<file path="config.mk">
export PLATFORM = sky130hd
export DESIGN_NAME = retrig_enc_counter
export DESIGN_NICKNAME = d
export VERILOG_FILES = /design/src/hw/retrig_enc_pkg.sv /design/src/hw/reg_store.sv /design/src/hw/retrig_enc_counter.sv
export SDC_FILE = /design/constraint.sdc
export NUM_CORES = 1
export LEC_CHECK = 0
export BUFFER_PORTS_ARGS = -buffer_cell sky130_fd_sc_hd__buf_2
export CAP_MARGIN = 20
export CORE_MARGIN = 2
export CORE_UTILIZATION = 25
export CTS_CLUSTER_DIAMETER = 80
export DETAILED_ROUTE_END_ITERATION = 8
export GPL_TIMING_DRIVEN = 0
export SETUP_SLACK_MARGIN = 0.2
export SYNTH_ARGS = -nofsm -noshare
export SYNTH_HDL_FRONTEND = slang
export SYNTH_SLANG_ARGS = --single-unit
</file>
<file path="constraint.sdc">
create_clock -name sys_clk -period 4.18 [get_ports sys_clk]
set_input_delay 0.836 -clock sys_clk [delete_from_list [all_inputs] [get_ports sys_clk]]
set_output_delay 0.836 -clock sys_clk [all_outputs]
set_load 0.005 [all_outputs]
</file>
<file path="src/hw/retrig_enc_pkg.sv">
// Constants and types for the retriggerable pulse and quadrature counter
// Behaviour
// - Pulse starts at once on trigger
// - New trigger during pulse extends it
// - Compare mode 1000 variant 1, 1001 variant 2
// - Channel event flag meaningless in this mode
// - Mode fields stored split, top bit apart
// - Slave mode 001 B, 010 A, 011 both
// - Encoder counts only while run bit set
// - Direction updated on every input transition that moves one line only
// - Encoder count wraps between 0 and reload
// - Other timer functions keep working
// - Direction from edge and opposite level
// - Trigger reloads counter, updates, starts counting
package retrig_enc_pkg;
   localparam int CNT_W = 16;
   localparam int ADDR_W = 4;
   localparam int DATA_W = 32;
   localparam int MEM_DEPTH = 4;
   localparam logic [ADDR_W-1:0] ADDR_CTRL = 4'h0;
   localparam logic [ADDR_W-1:0] ADDR_MODE = 4'h1;
   localparam logic [ADDR_W-1:0] ADDR_COUNT = 4'h2;
   localparam logic [ADDR_W-1:0] ADDR_RELOAD = 4'h3;
   localparam logic [ADDR_W-1:0] ADDR_COMPARE = 4'h4;
   localparam logic [ADDR_W-1:0] ADDR_POL = 4'h5;
   // Control word fields
   localparam int CTRL_RUN = 0;
   localparam int CTRL_DIR = 4;
   localparam int CTRL_CMS_LO = 5;
   localparam int CTRL_CMS_HI = 6;
   // Mode word: slave mode low three bits at 2:0, top bit at 16;
   // compare mode low three bits at 6:4, top bit at 24
   localparam int SMS_LO = 0;
   localparam int SMS_HI = 2;
   localparam int SMS_TOP = 16;
   localparam int OCM_LO = 4;
   localparam int OCM_HI = 6;
   localparam int OCM_TOP = 24;
   // Polarity word
   localparam int POL_A = 1;
   localparam int POL_AN = 3;
   localparam int POL_B = 5;
   localparam int POL_BN = 7;
   localparam logic [3:0] SMS_ENC_B = 4'h1;
   localparam logic [3:0] SMS_ENC_A = 4'h2;
   localparam logic [3:0] SMS_ENC_AB = 4'h3;
   localparam logic [3:0] SMS_RST_TRIG = 4'h8;
   localparam logic [3:0] OCM_RETRIG1 = 4'h8;
   localparam logic [3:0] OCM_RETRIG2 = 4'h9;
   localparam logic [CNT_W-1:0] CNT_ZERO = 16'h0000;
   localparam logic [CNT_W-1:0] CNT_ONE = 16'h0001;
   localparam logic [CNT_W-1:0] RELOAD_RST = 16'hffff;
   typedef enum logic [1:0] {MODE_IDLE, MODE_ENCODER, MODE_PULSE} mode_t;
endpackage : retrig_enc_pkg

</file>
<file path="src/hw/reg_store.sv">
// Small register memory with registered read data
`timescale 1ns/10ps
module reg_store
   import retrig_enc_pkg::*;
(
   input wire logic sys_clk,
   input wire logic rst,
   input wire logic clkEn,
   input wire logic wrEn,
   input wire logic [1:0] wrIdx,
   input wire logic [DATA_W-1:0] wrData,
   input wire logic [1:0] rdIdx,
   output logic [DATA_W-1:0] rdData,
   output logic [DATA_W-1:0] word0,
   output logic [DATA_W-1:0] word1
);
   logic [DATA_W-1:0] mem_q [MEM_DEPTH];

   generate
      for (genvar i = 0; i < MEM_DEPTH; i++)
      begin : g_word
         always_ff @(posedge sys_clk)
         begin
            if (rst)
               mem_q[i] <= '0;
            else if (clkEn && wrEn && wrIdx == 2'(i))
               mem_q[i] <= wrData;
         end
      end
   endgenerate

   always_ff @(posedge sys_clk)
   begin
      if (rst)
         rdData <= '0;
      else if (clkEn)
         rdData <= mem_q[rdIdx];
   end

   assign word0 = mem_q[0];
   assign word1 = mem_q[1];
endmodule : reg_store

</file>
<file path="src/hw/retrig_enc_counter.sv">
// Retriggerable one-pulse and quadrature encoder counter core
`timescale 1ns/10ps
module retrig_enc_counter
   import retrig_enc_pkg::*;
(
   input wire logic sys_clk,
   input wire logic rst,
   input wire logic clkEn,
   input wire logic [ADDR_W-1:0] regAddr,
   input wire logic [DATA_W-1:0] regWrData,
   input wire logic regWr,
   input wire logic regRd,
   output logic [DATA_W-1:0] regRdData,
   input wire logic selectedTriggerInput,
   input wire logic filteredInputA,
   input wire logic filteredInputB,
   output logic pulseOut,
   output logic updateEvent,
   output logic channelEventFlag
);
   logic runBit_q;
   logic dir_q;
   logic [1:0] centerAlignSelect_q;
   logic [CNT_W-1:0] count_q;
   logic [DATA_W-1:0] modeWord;
   logic [DATA_W-1:0] polWord;
   logic [DATA_W-1:0] storeRd;
   logic storeSel_q;
   logic [DATA_W-1:0] directRd_q;
   logic [3:0] slaveModeSelect;
   logic [3:0] outputCompareMode;
   logic [CNT_W-1:0] autoReloadValue_q;
   logic [CNT_W-1:0] channelCompareValue_q;
   logic polA, polB;
   logic encA, encB, encA_q, encB_q, trig_q;
   logic edgeA, edgeB, trigRise;
   logic encMode, pulseMode, countA, countB;
   logic stepValid, stepUp;
   logic refLevel;
   mode_t mode;

   // Split mode fields: top bit kept apart for compatibility
   function automatic logic [3:0] joinField(input logic top,
                                            input logic [2:0] low);
      joinField = {top, low};
   endfunction : joinField

   function automatic logic storeIdx(input logic [ADDR_W-1:0] a);
      storeIdx = (a == ADDR_MODE) || (a == ADDR_POL);
   endfunction : storeIdx

   // Mode and polarity words live in the small store
   reg_store u_store (
      .sys_clk(sys_clk),
      .rst(rst),
      .clkEn(clkEn),
      .wrEn(regWr && storeIdx(regAddr)),
      .wrIdx(regAddr == ADDR_MODE ? 2'h0 : 2'h1),
      .wrData(regWrData),
      .rdIdx(regAddr == ADDR_MODE ? 2'h0 : 2'h1),
      .rdData(storeRd),
      .word0(modeWord),
      .word1(polWord)
   );

   assign slaveModeSelect = joinField(modeWord[SMS_TOP],
                                      modeWord[SMS_HI:SMS_LO]);
   assign outputCompareMode = joinField(modeWord[OCM_TOP],
                                        modeWord[OCM_HI:OCM_LO]);
   assign polA = polWord[POL_A];
   assign polB = polWord[POL_B];

   always_comb
   begin
      case (slaveModeSelect)
         SMS_ENC_A, SMS_ENC_B, SMS_ENC_AB: mode = MODE_ENCODER;
         SMS_RST_TRIG: mode = MODE_PULSE;
         default: mode = MODE_IDLE;
      endcase
   end

   assign encMode = (mode == MODE_ENCODER);
   assign pulseMode = (mode == MODE_PULSE);
   assign countA = (slaveModeSelect == SMS_ENC_A)
      || (slaveModeSelect == SMS_ENC_AB);
   assign countB = (slaveModeSelect == SMS_ENC_B)
      || (slaveModeSelect == SMS_ENC_AB);

   // Polarity select; complement bits are ignored in encoder use
   assign encA = filteredInputA ^ polA;
   assign encB = filteredInputB ^ polB;

   always_ff @(posedge sys_clk)
   begin
      if (rst)
      begin
         encA_q <= 1'b0;
         encB_q <= 1'b0;
         trig_q <= 1'b0;
      end
      else if (clkEn)
      begin
         encA_q <= encA;
         encB_q <= encB;
         trig_q <= selectedTriggerInput;
      end
   end

   assign edgeA = encA ^ encA_q;
   assign edgeB = encB ^ encB_q;
   assign trigRise = selectedTriggerInput && !trig_q;

   // Both edges at once is ambiguous, so it is dropped
   always_comb
   begin
      stepValid = 1'b0;
      stepUp = dir_q;
      if (edgeA && !edgeB)
      begin
         stepValid = countA;
         stepUp = (encA != encB);
      end
      else if (edgeB && !edgeA)
      begin
         stepValid = countB;
         stepUp = (encA == encB);
      end
   end

   always_ff @(posedge sys_clk)
   begin
      if (rst)
         dir_q <= 1'b0;
      else if (clkEn && regWr && regAddr == ADDR_CTRL)
         dir_q <= regWrData[CTRL_DIR];
      else if (clkEn && encMode && (edgeA ^ edgeB))
         dir_q <= !stepUp;
   end

   always_ff @(posedge sys_clk)
   begin
      if (rst)
      begin
         runBit_q <= 1'b0;
         centerAlignSelect_q <= 2'b00;
      end
      else if (clkEn)
      begin
         if (regWr && regAddr == ADDR_CTRL)
         begin
            runBit_q <= regWrData[CTRL_RUN];
            centerAlignSelect_q <= regWrData[CTRL_CMS_HI:CTRL_CMS_LO];
         end
         if (pulseMode && trigRise)
            runBit_q <= 1'b1;
      end
   end

   always_ff @(posedge sys_clk)
   begin
      if (rst)
      begin
         autoReloadValue_q <= RELOAD_RST;
         channelCompareValue_q <= CNT_ZERO;
      end
      else if (clkEn && regWr)
      begin
         if (regAddr == ADDR_RELOAD)
            autoReloadValue_q <= regWrData[CNT_W-1:0];
         if (regAddr == ADDR_COMPARE)
            channelCompareValue_q <= regWrData[CNT_W-1:0];
      end
   end

   // Counter: encoder steps, or pulse timing on the kernel clock
   always_ff @(posedge sys_clk)
   begin
      if (rst)
         count_q <= CNT_ZERO;
      else if (clkEn)
      begin
         if (regWr && regAddr == ADDR_COUNT)
            count_q <= regWrData[CNT_W-1:0];
         else if (pulseMode && trigRise)
            // Restart extends a running pulse
            count_q <= dir_q ? autoReloadValue_q : CNT_ZERO;
         else if (encMode && runBit_q && stepValid)
         begin
            if (stepUp)
               count_q <= (count_q >= autoReloadValue_q) ? CNT_ZERO
                  : count_q + CNT_ONE;
            else
               count_q <= (count_q == CNT_ZERO) ? autoReloadValue_q
                  : count_q - CNT_ONE;
         end
         else if (pulseMode && runBit_q)
         begin
            // Shot parks at its end point; wrapping would fire again
            if (!dir_q && count_q < autoReloadValue_q)
               count_q <= count_q + CNT_ONE;
            else if (dir_q && count_q != CNT_ZERO)
               count_q <= count_q - CNT_ONE;
         end
      end
   end

   // Update pulse on trigger only; the shot ends when the count parks at its end point
   always_ff @(posedge sys_clk)
   begin
      if (rst)
         updateEvent <= 1'b0;
      else if (clkEn)
         updateEvent <= pulseMode && trigRise;
   end

   // Pulse level is high while the shot runs; no delay phase
   // Parked count above a lowered reload must not raise the level
   assign refLevel = pulseMode && (trigRise || (runBit_q && (dir_q
      ? count_q != CNT_ZERO : count_q < autoReloadValue_q)));

   always_comb
   begin
      case (outputCompareMode)
         OCM_RETRIG1: pulseOut = refLevel;
         OCM_RETRIG2: pulseOut = !refLevel;
         default: pulseOut = 1'b0;
      endcase
   end

   // Compare match flag; carries no meaning in pulse mode
   always_ff @(posedge sys_clk)
   begin
      if (rst)
         channelEventFlag <= 1'b0;
      else if (clkEn)
         channelEventFlag <= (count_q == channelCompareValue_q);
   end

   always_ff @(posedge sys_clk)
   begin
      if (rst)
      begin
         storeSel_q <= 1'b0;
         directRd_q <= '0;
      end
      else if (clkEn && regRd)
      begin
         storeSel_q <= storeIdx(regAddr);
         case (regAddr)
            ADDR_CTRL: directRd_q <= DATA_W'({centerAlignSelect_q, dir_q,
                                               3'h0, runBit_q});
            ADDR_COUNT: directRd_q <= DATA_W'(count_q);
            ADDR_RELOAD: directRd_q <= DATA_W'(autoReloadValue_q);
            ADDR_COMPARE: directRd_q <= DATA_W'(channelCompareValue_q);
            default: directRd_q <= '0;
         endcase
      end
   end

   assign regRdData = storeSel_q ? storeRd : directRd_q;

   property p_pulse_now;
      @(posedge sys_clk) disable iff (rst)
      (pulseMode && trigRise && outputCompareMode == OCM_RETRIG1)
         |-> pulseOut;
   endproperty
   a_pulse_now: assert property (p_pulse_now)
      else $error("pulse not started on trigger");

   property p_retrig;
      @(posedge sys_clk) disable iff (rst)
      (clkEn && pulseMode && trigRise && !regWr)
         |=> count_q == (dir_q ? autoReloadValue_q : CNT_ZERO) && runBit_q;
   endproperty
   a_retrig: assert property (p_retrig)
      else $error("retrigger did not restart count");

   property p_var2;
      @(posedge sys_clk) disable iff (rst)
      (pulseMode && trigRise && outputCompareMode == OCM_RETRIG2)
         |-> !pulseOut;
   endproperty
   a_var2: assert property (p_var2)
      else $error("variant 2 not inverted");

   property p_run_gate;
      @(posedge sys_clk) disable iff (rst)
      (clkEn && encMode && !runBit_q && !regWr) |=> $stable(count_q);
   endproperty
   a_run_gate: assert property (p_run_gate)
      else $error("encoder counted while stopped");

   property p_both;
      @(posedge sys_clk) disable iff (rst)
      (clkEn && encMode && edgeA && edgeB && !regWr)
         |=> $stable(count_q) && $stable(dir_q);
   endproperty
   a_both: assert property (p_both)
      else $error("double change counted");

   property p_up;
      @(posedge sys_clk) disable iff (rst)
      (clkEn && encMode && runBit_q && stepValid && stepUp && !regWr
         && count_q < autoReloadValue_q) |=> count_q == $past(count_q) + 1;
   endproperty
   a_up: assert property (p_up)
      else $error("up step wrong");

   property p_wrap;
      @(posedge sys_clk) disable iff (rst)
      (clkEn && encMode && runBit_q && stepValid && !stepUp && !regWr
         && count_q == CNT_ZERO) |=> count_q == $past(autoReloadValue_q);
   endproperty
   a_wrap: assert property (p_wrap)
      else $error("down wrap wrong");

   property p_dir;
      @(posedge sys_clk) disable iff (rst)
      (clkEn && encMode && edgeA && !edgeB && !regWr)
         |=> dir_q == ($past(encA) == $past(encB));
   endproperty
   a_dir: assert property (p_dir)
      else $error("direction not updated");

   property p_trig_upd;
      @(posedge sys_clk) disable iff (rst)
      (clkEn && pulseMode && trigRise) |=> updateEvent;
   endproperty
   a_trig_upd: assert property (p_trig_upd)
      else $error("no update on trigger");

   property p_shot_end;
      @(posedge sys_clk) disable iff (rst)
      (clkEn && pulseMode && !trigRise && !regWr && runBit_q && !dir_q
         && count_q == autoReloadValue_q) |=> $stable(count_q);
   endproperty
   a_shot_end: assert property (p_shot_end)
      else $error("finished shot kept counting");

   c_pulse: cover property (@(posedge sys_clk) pulseMode && trigRise
      && runBit_q);
   c_enc_up: cover property (@(posedge sys_clk) encMode && stepValid
      && stepUp && runBit_q);
   c_enc_down: cover property (@(posedge sys_clk) encMode && stepValid
      && !stepUp && runBit_q);
endmodule : retrig_enc_counter

</file>
==> results of run 1 <==
[cell type report]
type	instances	area, um^2	share of cell area [%]
Clock buffer	17	425.4	3.797
Sequential cell	170	4055	36.19
Multi-Input combinational cell	761	5054	45.10
Inverter	24	90.09	0.8040
Tap cell	511	639.4	5.706
Timing Repair Buffer	77	395.4	3.529
Clock inverter	15	175.2	1.563
Buffer	82	370.4	3.305
[per-stage QoR]
stage,cells,worst slack [ps]
3_5_place_dp,1621,-152.6
5_1_grt,1657,134.2
4_1_cts,1657,218.9
2_1_floorplan,1037,862.7
6_report,1657,221.1
3_3_place_gp,1621,-171.2
[registers in the layout, indices dropped and copies added, names as in the netlist, 2 cells and up]
signal                 flops
u_store.mem_q             64
count_q                   16
autoReloadValue_q         16
centerAlignSelect_q        2
u_store.rdData            32
channelCompareValue_q     16
directRd_q                16
[power by group through the flow]
| stage | logic (mW) | clock network [mW] | registers (mW) |
|---|---|---|---|
| after floorplan | 0.287 | 0 | 1.84 |
| after global placement | 0.442 | 0 | 1.86 |
| after detailed placement | 0.444 | 0 | 1.86 |
| after CTS | 0.461 | 1.62 | 1.82 |
| after global routing | 0.512 | 1.70 | 1.83 |
| final | 0.470 | 1.62 | 1.82 |
[placed cells by master, fill, tap and decap left out, drive strengths merged, types with 3 or more instances in the layout]
cell,n
a211oi,40
a21oi,79
a222oi,12
a22oi,5
a31oi,8
and2,84
and3,6
and4,3
buf,101
clkbuf,75
clkinv,9
dfxtp,106
edfxtp,64
ha,20
inv,30
mux2,21
mux2i,44
nand2,99
nand3,28
nand4,10
nor2,112
nor2b,3
nor3,21
nor4,10
nor4b,4
o211ai,22
o21ai,31
o221ai,5
o311ai,4
o31ai,9
xnor2,11
xor2,34
[worst reg2reg max path, cell delays in order, from the launching register on]
cell and delay [ps]:
edfxtp_1 480, xnor2_2 310, xnor2_1 190, inv_1 70, ha_1 230, nand3b_1 210, a2111oi_2 480, buf_2 350
nand2_1 290, nor3_1 240, o21ai_1 90, and3_1 220, o41ai_2 370
[metal layers]
layer	up-vias	wire length, um	global-route usage, %
met2	370	15780	28.88
met5	-	0	0
li1	3926	-	-
met4	0	969	6.182
met1	4054	13680	21.70
met3	69	2625	2.998
[worst paths after layout]
| check | start | to | slack (ps) | depth (start not counted) |
|---|---|---|---|---|
| worst min-delay path | u_store.rdData[27] | u_store.rdData[27] | 480 | 2 |
| worst max register to register | u_store.mem_q[1][5] | count_q[10] | 550 | 12 |
| worst max-delay path | autoReloadValue_q[15] | pulseOut | 220 | 12 |
| worst min register to register | u_store.rdData[27] | u_store.rdData[27] | 480 | 2 |
[cell families after synthesis]
| kind of cell | count (synthesis) |
|---|---|
| AO/OA/AOI/OAI | 238 |
| buffers and inverters | 106 |
| flip-flops | 170 |
| adder cells (fa/ha/maj) | 20 |
| AND/OR/NAND/NOR | 393 |
| multiplexers | 65 |
| XOR/XNOR | 45 |
[repair_timing]
action	in CTS	in global routing
gates resized for setup	27	12
buffers inserted	4	0
pin swaps	2	2
endpoints found under the setup margin	1	2
endpoints found under the hold margin	0	0
==> impl_metrics.tcl, run 1 <==
set metrics [dict create \
    drv_slew 0 \
    placed_area_um2 10450 \
    synthTopCellsByCount "111 x nor2_1, 106 x dfxtp_1, 97 x nand2_1" \
    antenna_cells 0 \
    cpMaxStageDelayCell "dfxtp_4" \
    critPathMaxFanout 10 \
    comb_power_share_pct 12.0 \
    finalWirelength_um 33060 \
    switching_share_pct 29.56 \
    synthesis.area_um2 9440 \
    tightest_slew_ps 984.9 \
    first_pass_iters 7 \
    cts_hold_buffers 0 \
    cts_max_level 4 \
    final_cell_area_um2 11200 \
    io_buffer_count 73 \
    path_delay_family "compound AO/OA/AOI/OAI gates" \
    finalCriticalPeriod_ps 3959 \
    yosysMostFrequentCell "nor2_1" \
    crit_arrival_ps 3120 \
    synthArstFlopShare_pct 0 \
    vias 8419 \
    syn_avg_cell_area_um2 9.103 \
    yosysUniqueCellTypes 76 \
    fmax_ghz 0.2526 \
    grt_pass1_wl_um 50150 \
    die_y_um 198.3 \
    cp-start-kind "flip-flop" \
    status "completed" \
    clkTransAtPathRegs_ps 80 \
    nFillCells 3967 \
    drive_above_1_share_pct 17.36 \
    cp_num_buf_inv 3 \
    synth_adder_area_share_pct 2.651 \
    worstPathCellList "inv_1, ha_1, a21oi_1, o21ai_2, a211oi_2, and3_4, buf_6, a21oi_2, o21ai_2, xnor2_1, nor4b_2, buf_2" \
    dieArea_um2 39330 \
    ir_worst_vdd_mv 0.2572 \
    max_slew_margin_pct 32.46 \
    synthSimpleGateAreaFrac_pct 21.21 \
    clock-sinks 170 \
    cpPeakStageDelay_ps 390 \
    antenna_left 0 \
    post-dp-hpwl_um 24640 \
    p_leak_nw 4.311 \
    finalCritPeriodShare_pct 94.71 \
    initial_core_util_pct 25.24 \
    synthXorXnorAreaFrac_pct 4.334 \
    nets 1197 \
    p_per_area_nw_per_um2 348.8 \
    synthCells 1037 \
    place_congestion 0.9413 \
    fin_util_pct 29.96 \
    die_w_um 198.3 \
    rsz0062_at_grt "true" \
    cts_tree "done" \
    core_um2 37400 \
    synth_area_leaders "dfxtp_1 22%, edfxtp_1 20%, and2_1 5.6%" \
    drc 0 \
    p_switching_mw 1.155 \
    cts_buffers 17 \
    clk_latency_ps 430 \
    seqPwrFrac_pct 46.6 \
    synthMuxAreaShare_pct 7.210 \
    ctsLongestPathBuffers 2 \
    vias_per_cell 5.081 \
    syn_nets 1101 \
    core.rowCount 71 \
    ys.flop_type "dfxtp_1" \
    ys_seq_area_share_pct 42.84 \
    grtUsageTotal_pct 17.06 \
    io_pins 79 \
    hp-class "flip-flop to flip-flop" \
    grt_overflow 0 \
    hold_violations 0 \
    critPathKind "flip-flop to output port" \
    pwr-share-clk_pct 41.4 \
    synth_top_area_share_pct 22.48 \
    drt_iter0_drc 813 \
    total_power_mw 3.908 \
    wire_per_inst_um 19.95 \
    grt_max_degree 33 \
    p_int_mw 2.753 \
    cp.required_ps 3340 \
    cp-end-kind "output port" \
    tns_ps 0 \
    cap_violations 0 \
    yosys_warnings 0 \
    finalSetupViolations 0 \
    syn_to_final_growth_pct 18.69 \
    crit_top_cell "o21ai_2" \
    ys_ff_latch 170 \
    grt_pass1_vias 8316 \
    antenna_found_initial 0 \
    synth-compound-area-share_pct 17.12 \
    synth_top_family_by_area "simple AND/OR/NAND/NOR gates" \
    holdWs_ps 482.9 \
    synth_edf_count 64 \
    cts-root-buf "clkbuf_16" \
    skew_ps 14.81 \
    synth_area_leader_cell "dfxtp_1" \
]
Note: power is estimated with default switching activity, not from simulation.
==> run 2: changes to the inputs <==
==> constraint.sdc (replaced) <==
create_clock -name sys_clk -period 5.1 [get_ports sys_clk]
set_input_delay 1.02 -clock sys_clk [delete_from_list [all_inputs] [get_ports sys_clk]]
set_output_delay 1.02 -clock sys_clk [all_outputs]
set_load 0.005 [all_outputs]
==> impl_metrics.tcl, run 2 (synthesized netlist as in run 1, its figures left out) <==
set metrics [dict create \
    cp_num_buf_inv 4 \
    max_slew_margin_pct 28.14 \
    cts_max_level 4 \
    critPathMaxFanout 10 \
    tightest_slew_ps 1048 \
    clk_latency_ps 430 \
    pwr-share-clk_pct 41.5 \
    finalWirelength_um 32750 \
    p_leak_nw 4.276 \
    drv_slew 0 \
    cp.required_ps 4080 \
    vias 8404 \
    seqPwrFrac_pct 46.9 \
    critPathKind "flip-flop to output port" \
    syn_to_final_growth_pct 17.14 \
    p_switching_mw 0.9369 \
    io_pins 79 \
    clock-sinks 170 \
    comb_power_share_pct 11.7 \
    wire_per_inst_um 19.81 \
    crit_arrival_ps 3680 \
    antenna_cells 0 \
    initial_core_util_pct 25.24 \
    cts_hold_buffers 0 \
    worstPathCellList "clkbuf_2, inv_1, ha_1, nor3b_4, and4b_1, nand2_1, clkbuf_2, a21oi_1, o21ai_1, xnor2_1, nor4b_1, buf_2" \
    skew_ps 15.05 \
    tns_ps 0 \
    status "completed" \
    grt_max_degree 33 \
    core.rowCount 71 \
    io_buffer_count 73 \
    grt_pass1_vias 8233 \
    rsz0062_at_grt "false" \
    die_w_um 198.3 \
    final_cell_area_um2 11060 \
    drc 0 \
    p_per_area_nw_per_um2 287.9 \
    cpPeakStageDelay_ps 360 \
    cap_violations 0 \
    cpMaxStageDelayCell "nor3b_4" \
    largest_reg_flops 64 \
    vias_per_cell 5.084 \
    mostFrequentLayoutCells "111 x nor2_1, 106 x dfxtp_1, 96 x nand2_1, 90 x buf_2, 84 x and2_1" \
    antenna_found_initial 0 \
    crit_top_cell "clkbuf_2" \
    drive_above_1_share_pct 14.89 \
    drt_iter0_drc 746 \
    max_flop_register "u_store.mem_q" \
    nets 1193 \
    finalCriticalPeriod_ps 4704 \
    dieArea_um2 39330 \
    ir_worst_vdd_mv 0.2086 \
    preCtsSetupSlack_ps 583.4 \
    post-cts-setup-buffers 0 \
    core_um2 37400 \
    cp-end-kind "output port" \
    clkTransAtPathRegs_ps 70 \
    grt_pass1_wl_um 49660 \
    first_pass_iters 5 \
    fmax_ghz 0.2126 \
    finalCritPeriodShare_pct 92.24 \
    mostFrequentLayoutCell "nor2_1" \
    placed_area_um2 10450 \
    fin_ws_ps 395.9 \
    p_int_mw 2.246 \
    post-dp-hpwl_um 24640 \
    cts-root-buf "clkbuf_16" \
    hp-class "flip-flop to flip-flop" \
    hold_violations 0 \
    cts_buffers 17 \
    grtUsageTotal_pct 16.92 \
    finalSetupViolations 0 \
    total_power_mw 3.183 \
    die_y_um 198.3 \
    cp-start-kind "flip-flop" \
    reg.largest.list "u_store.mem_q x64, u_store.rdData x32" \
    cts_tree "done" \
    grt_overflow 0 \
    place_congestion 0.9413 \
    path_delay_family "simple AND/OR/NAND/NOR gates" \
    fin_util_pct 29.57 \
    switching_share_pct 29.43 \
    ctsLongestPathBuffers 2 \
    antenna_left 0 \
]
-- run 2: final timing paths --
| path | end | start | cells after the start | slack (ps) |
|---|---|---|---|---|
| worst max-delay path | pulseOut | count_q[1] | 12 | 400 |
| worst max register to register | count_q[10] | u_store.mem_q[1][5] | 12 | 1380 |
| worst min register to register | u_store.rdData[17] | u_store.rdData[17] | 2 | 480 |
| worst min-delay path | u_store.rdData[17] | u_store.rdData[17] | 2 | 480 |
-- run 2: power by group through the flow --
stage	clock [mW]	sequential (mW)	combinational, mW
5_1_grt	1.39	1.50	0.403
3_3_place_gp	0	1.52	0.363
2_1_floorplan	0	1.51	0.235
6_report	1.32	1.49	0.372
4_1_cts	1.33	1.49	0.365
3_5_place_dp	0	1.52	0.364
-- run 2: cell type report --
| type | count | area (um^2) |
|---|---|---|
| flip-flops and latches | 170 | 4044 |
| inverters | 24 | 90.09 |
| plain buffers | 82 | 350.3 |
| clock buffers | 17 | 425.4 |
| multi-input cells | 761 | 4969 |
| clock inverters | 15 | 175.2 |
| repair buffers | 73 | 365.4 |
| well taps | 511 | 639.4 |
| fillers | 3971 | 26340 |
-- run 2: stage by stage --
step | instances | hold WS, ps
global route | 1653 | 503.4
global placement | 1621 | 468.6
finish | 1653 | 482.3
floorplan | 1037 | 450.5
detailed placement | 1621 | 473.5
CTS | 1653 | 485.2
-- run 2: timing repair --
item,CTS,global route
hold endpoints to repair,0,0
gates resized for setup,1,3
endpoints found under the setup margin,1,1
-- run 2: worst register-to-register path, cell delays in order, from the launching register on --
cell and delay, ps:
edfxtp_1 480, xnor2_2 310, xnor2_1 200, inv_1 70, ha_1 230, nand3b_1 190, a2111oi_1 590, buf_2 370
nand2_1 290, nor3_1 240, o21ai_1 80, and3_1 220, o41ai_2 350
-- run 2: per-layer routing --
metal	routed length, um	track usage, %	up-vias
met5	0	0	-
met4	713	5.402	0
met3	2402	3.134	49
met2	15720	28.78	345
met1	13910	21.60	4069
li1	-	-	3941
==> run 3: changes to the inputs <==
--- a/config.mk
+++ b/config.mk
@@ -9,7 +9,8 @@
 export CAP_MARGIN = 20
 export CORE_MARGIN = 2
 export CORE_UTILIZATION = 25
-export CTS_CLUSTER_DIAMETER = 80
+export CTS_BUF_LIST = sky130_fd_sc_hd__clkbuf_4
+export CTS_CLUSTER_DIAMETER = 200
 export DETAILED_ROUTE_END_ITERATION = 8
 export GPL_TIMING_DRIVEN = 0
 export SETUP_SLACK_MARGIN = 0.2
==> impl_metrics.tcl, run 3 (synthesized netlist as in run 1, its figures left out) <==
set metrics [dict create \
    status "completed" \
    antenna_left 0 \
    total_power_mw 2.687 \
    finalWirelength_um 32680 \
    max_flop_register "u_store.mem_q" \
    hp-class "flip-flop to flip-flop" \
    ir_worst_vdd_mv 0.1147 \
    vias_per_cell 5.034 \
    pwr-share-clk_pct 30.5 \
    grtUsageTotal_pct 16.79 \
    die_w_um 198.3 \
    finalCritPeriodShare_pct 93.51 \
    fmax_ghz 0.2097 \
    switching_share_pct 32.38 \
    reg.largest.list "u_store.mem_q x64, u_store.rdData x32" \
    cp-end-kind "output port" \
    r2r_slack_ps 1320 \
    dieArea_um2 39330 \
    drive_above_1_share_pct 15.22 \
    core_um2 37400 \
    grt_overflow 0 \
    ctsLongestPathBuffers 2 \
    clock-sinks 170 \
    rsz0062_at_grt "false" \
    drt_iter0_drc 819 \
    r2r-start "u_store.mem_q[1][5]" \
    grt_pass1_wl_um 49340 \
    critPathMaxFanout 10 \
    cp-start-kind "flip-flop" \
    clk_latency_ps 570 \
    hold_violations 0 \
    skew_ps 33.50 \
    place_congestion 0.9413 \
    worstHoldStart "u_store.rdData[17]" \
    max_slew_margin_pct 28.16 \
    nFillCells 4014 \
    cts_hold_buffers 0 \
    grt_pass1_vias 8209 \
    critPathKind "flip-flop to output port" \
    crit_top_cell "buf_2" \
    tightest_slew_ps 1048 \
    mostFrequentLayoutCell "nor2_1" \
    cts_buffers 17 \
    placed_area_um2 10450 \
    io_buffer_count 73 \
    die_y_um 198.3 \
    preCtsSetupSlack_ps 583.4 \
    cap_violations 0 \
    io_pins 79 \
    cpPeakStageDelay_ps 370 \
    wire_per_inst_um 19.70 \
    drc 0 \
    cp.required_ps 4080 \
    fin_ws_ps 331.0 \
    largest_reg_flops 64 \
    cts_tree "done" \
    p_int_mw 1.817 \
    post-dp-hpwl_um 24640 \
    initial_core_util_pct 25.24 \
    nets 1194 \
    cts-root-buf "clkbuf_4" \
    startpoint "count_q[1]" \
    seqPwrFrac_pct 55.6 \
    drv_slew 0 \
    finalSetupViolations 0 \
    core.rowCount 71 \
    tns_ps 0 \
    final_cell_area_um2 10790 \
    finalCriticalPeriod_ps 4769 \
    comb_power_share_pct 13.9 \
    antenna_found_initial 1 \
    cpMaxStageDelayCell "dfxtp_1" \
    crit_arrival_ps 3750 \
    p_switching_mw 0.8699 \
    mostFrequentLayoutCells "111 x nor2_1, 105 x dfxtp_1, 96 x nand2_1, 90 x buf_2, 84 x and2_1" \
    p_leak_nw 4.154 \
    grt_max_degree 33 \
    clkTransAtPathRegs_ps 170 \
    p_per_area_nw_per_um2 249.0 \
    syn_to_final_growth_pct 14.29 \
    vias 8352 \
    cts_max_level 4 \
    first_pass_iters 5 \
    worstPathCellList "clkbuf_2, inv_1, ha_1, nor3b_4, and4b_2, nand2_1, buf_2, a21oi_1, o21ai_2, xnor2_1, nor4b_1, buf_2" \
]
==> run 3: cell count changes in the layout (fill, tap and decap cells not counted), sizes merged <==
| cell | before | now |
|---|---|---|
| buf | 98 | 99 |
| diode | 0 | 5 |
==> run 3: final cells by class <==
cell class	count	area [um^2]	share of cell area (%)
Timing Repair Buffer	74	372.9	3.456
Antenna cell	5	12.51	0.1160
Inverter	24	90.09	0.8350
Clock inverter	15	175.2	1.624
Clock buffer	17	127.6	1.183
Multi-Input combinational cell	761	4974	46.10
Buffer	82	352.8	3.270
Tap cell	511	639.4	5.926
Sequential cell	170	4045	37.49
==> run 3: final timing paths <==
check        depth (start not counted)                  to
min                                  2  u_store.rdData[17]
min reg2reg                          2  u_store.rdData[17]
max                                 12            pulseOut
max reg2reg                         12         count_q[10]
==> run 3: layer usage <==
metal,vias to the layer above,GRT usage [%],wire length (um)
met5,-,0,0
met4,0,4.873,768
met3,55,3.560,2613
met2,360,28.69,15580
met1,3995,21.22,13730
li1,3942,-,-
==> run 3: power by group through the flow <==
stage                     combinational, mW  clock (mW)  sequential, mW
after floorplan                       0.235           0            1.51
after global placement                0.363           0            1.52
after detailed placement              0.364           0            1.52
after CTS                             0.366       0.834            1.49
after global routing                  0.404       0.888            1.50
final                                 0.373       0.820            1.49
==> run 3: stage by stage <==
step | util (%) | hold slack, ps | std cells
after floorplan | - | 450.5 | 1037
after global placement | 27.93 | 468.6 | 1621
after detailed placement | 27.94 | 473.5 | 1621
after CTS | 28.77 | 495.0 | 1653
after global routing | 28.85 | 514.2 | 1659
final | 28.85 | 492.2 | 1659
==> run 3: what timing repair did <==
action | in CTS | in global routing
setup endpoints to repair | 1 | 1
setup buffers | 0 | 1
resized for setup | 3 | 5
hold endpoints to repair | 0 | 0
==> run 3: critical path: cells and delay by family (launching register included) <==
family | cells | cell delay, ps
xor+xnor | 1 | 170
compound gates | 2 | 350
flops | 1 | 370
fa+ha+maj | 1 | 250
simple gates | 4 | 1180
buf+inv | 4 | 890
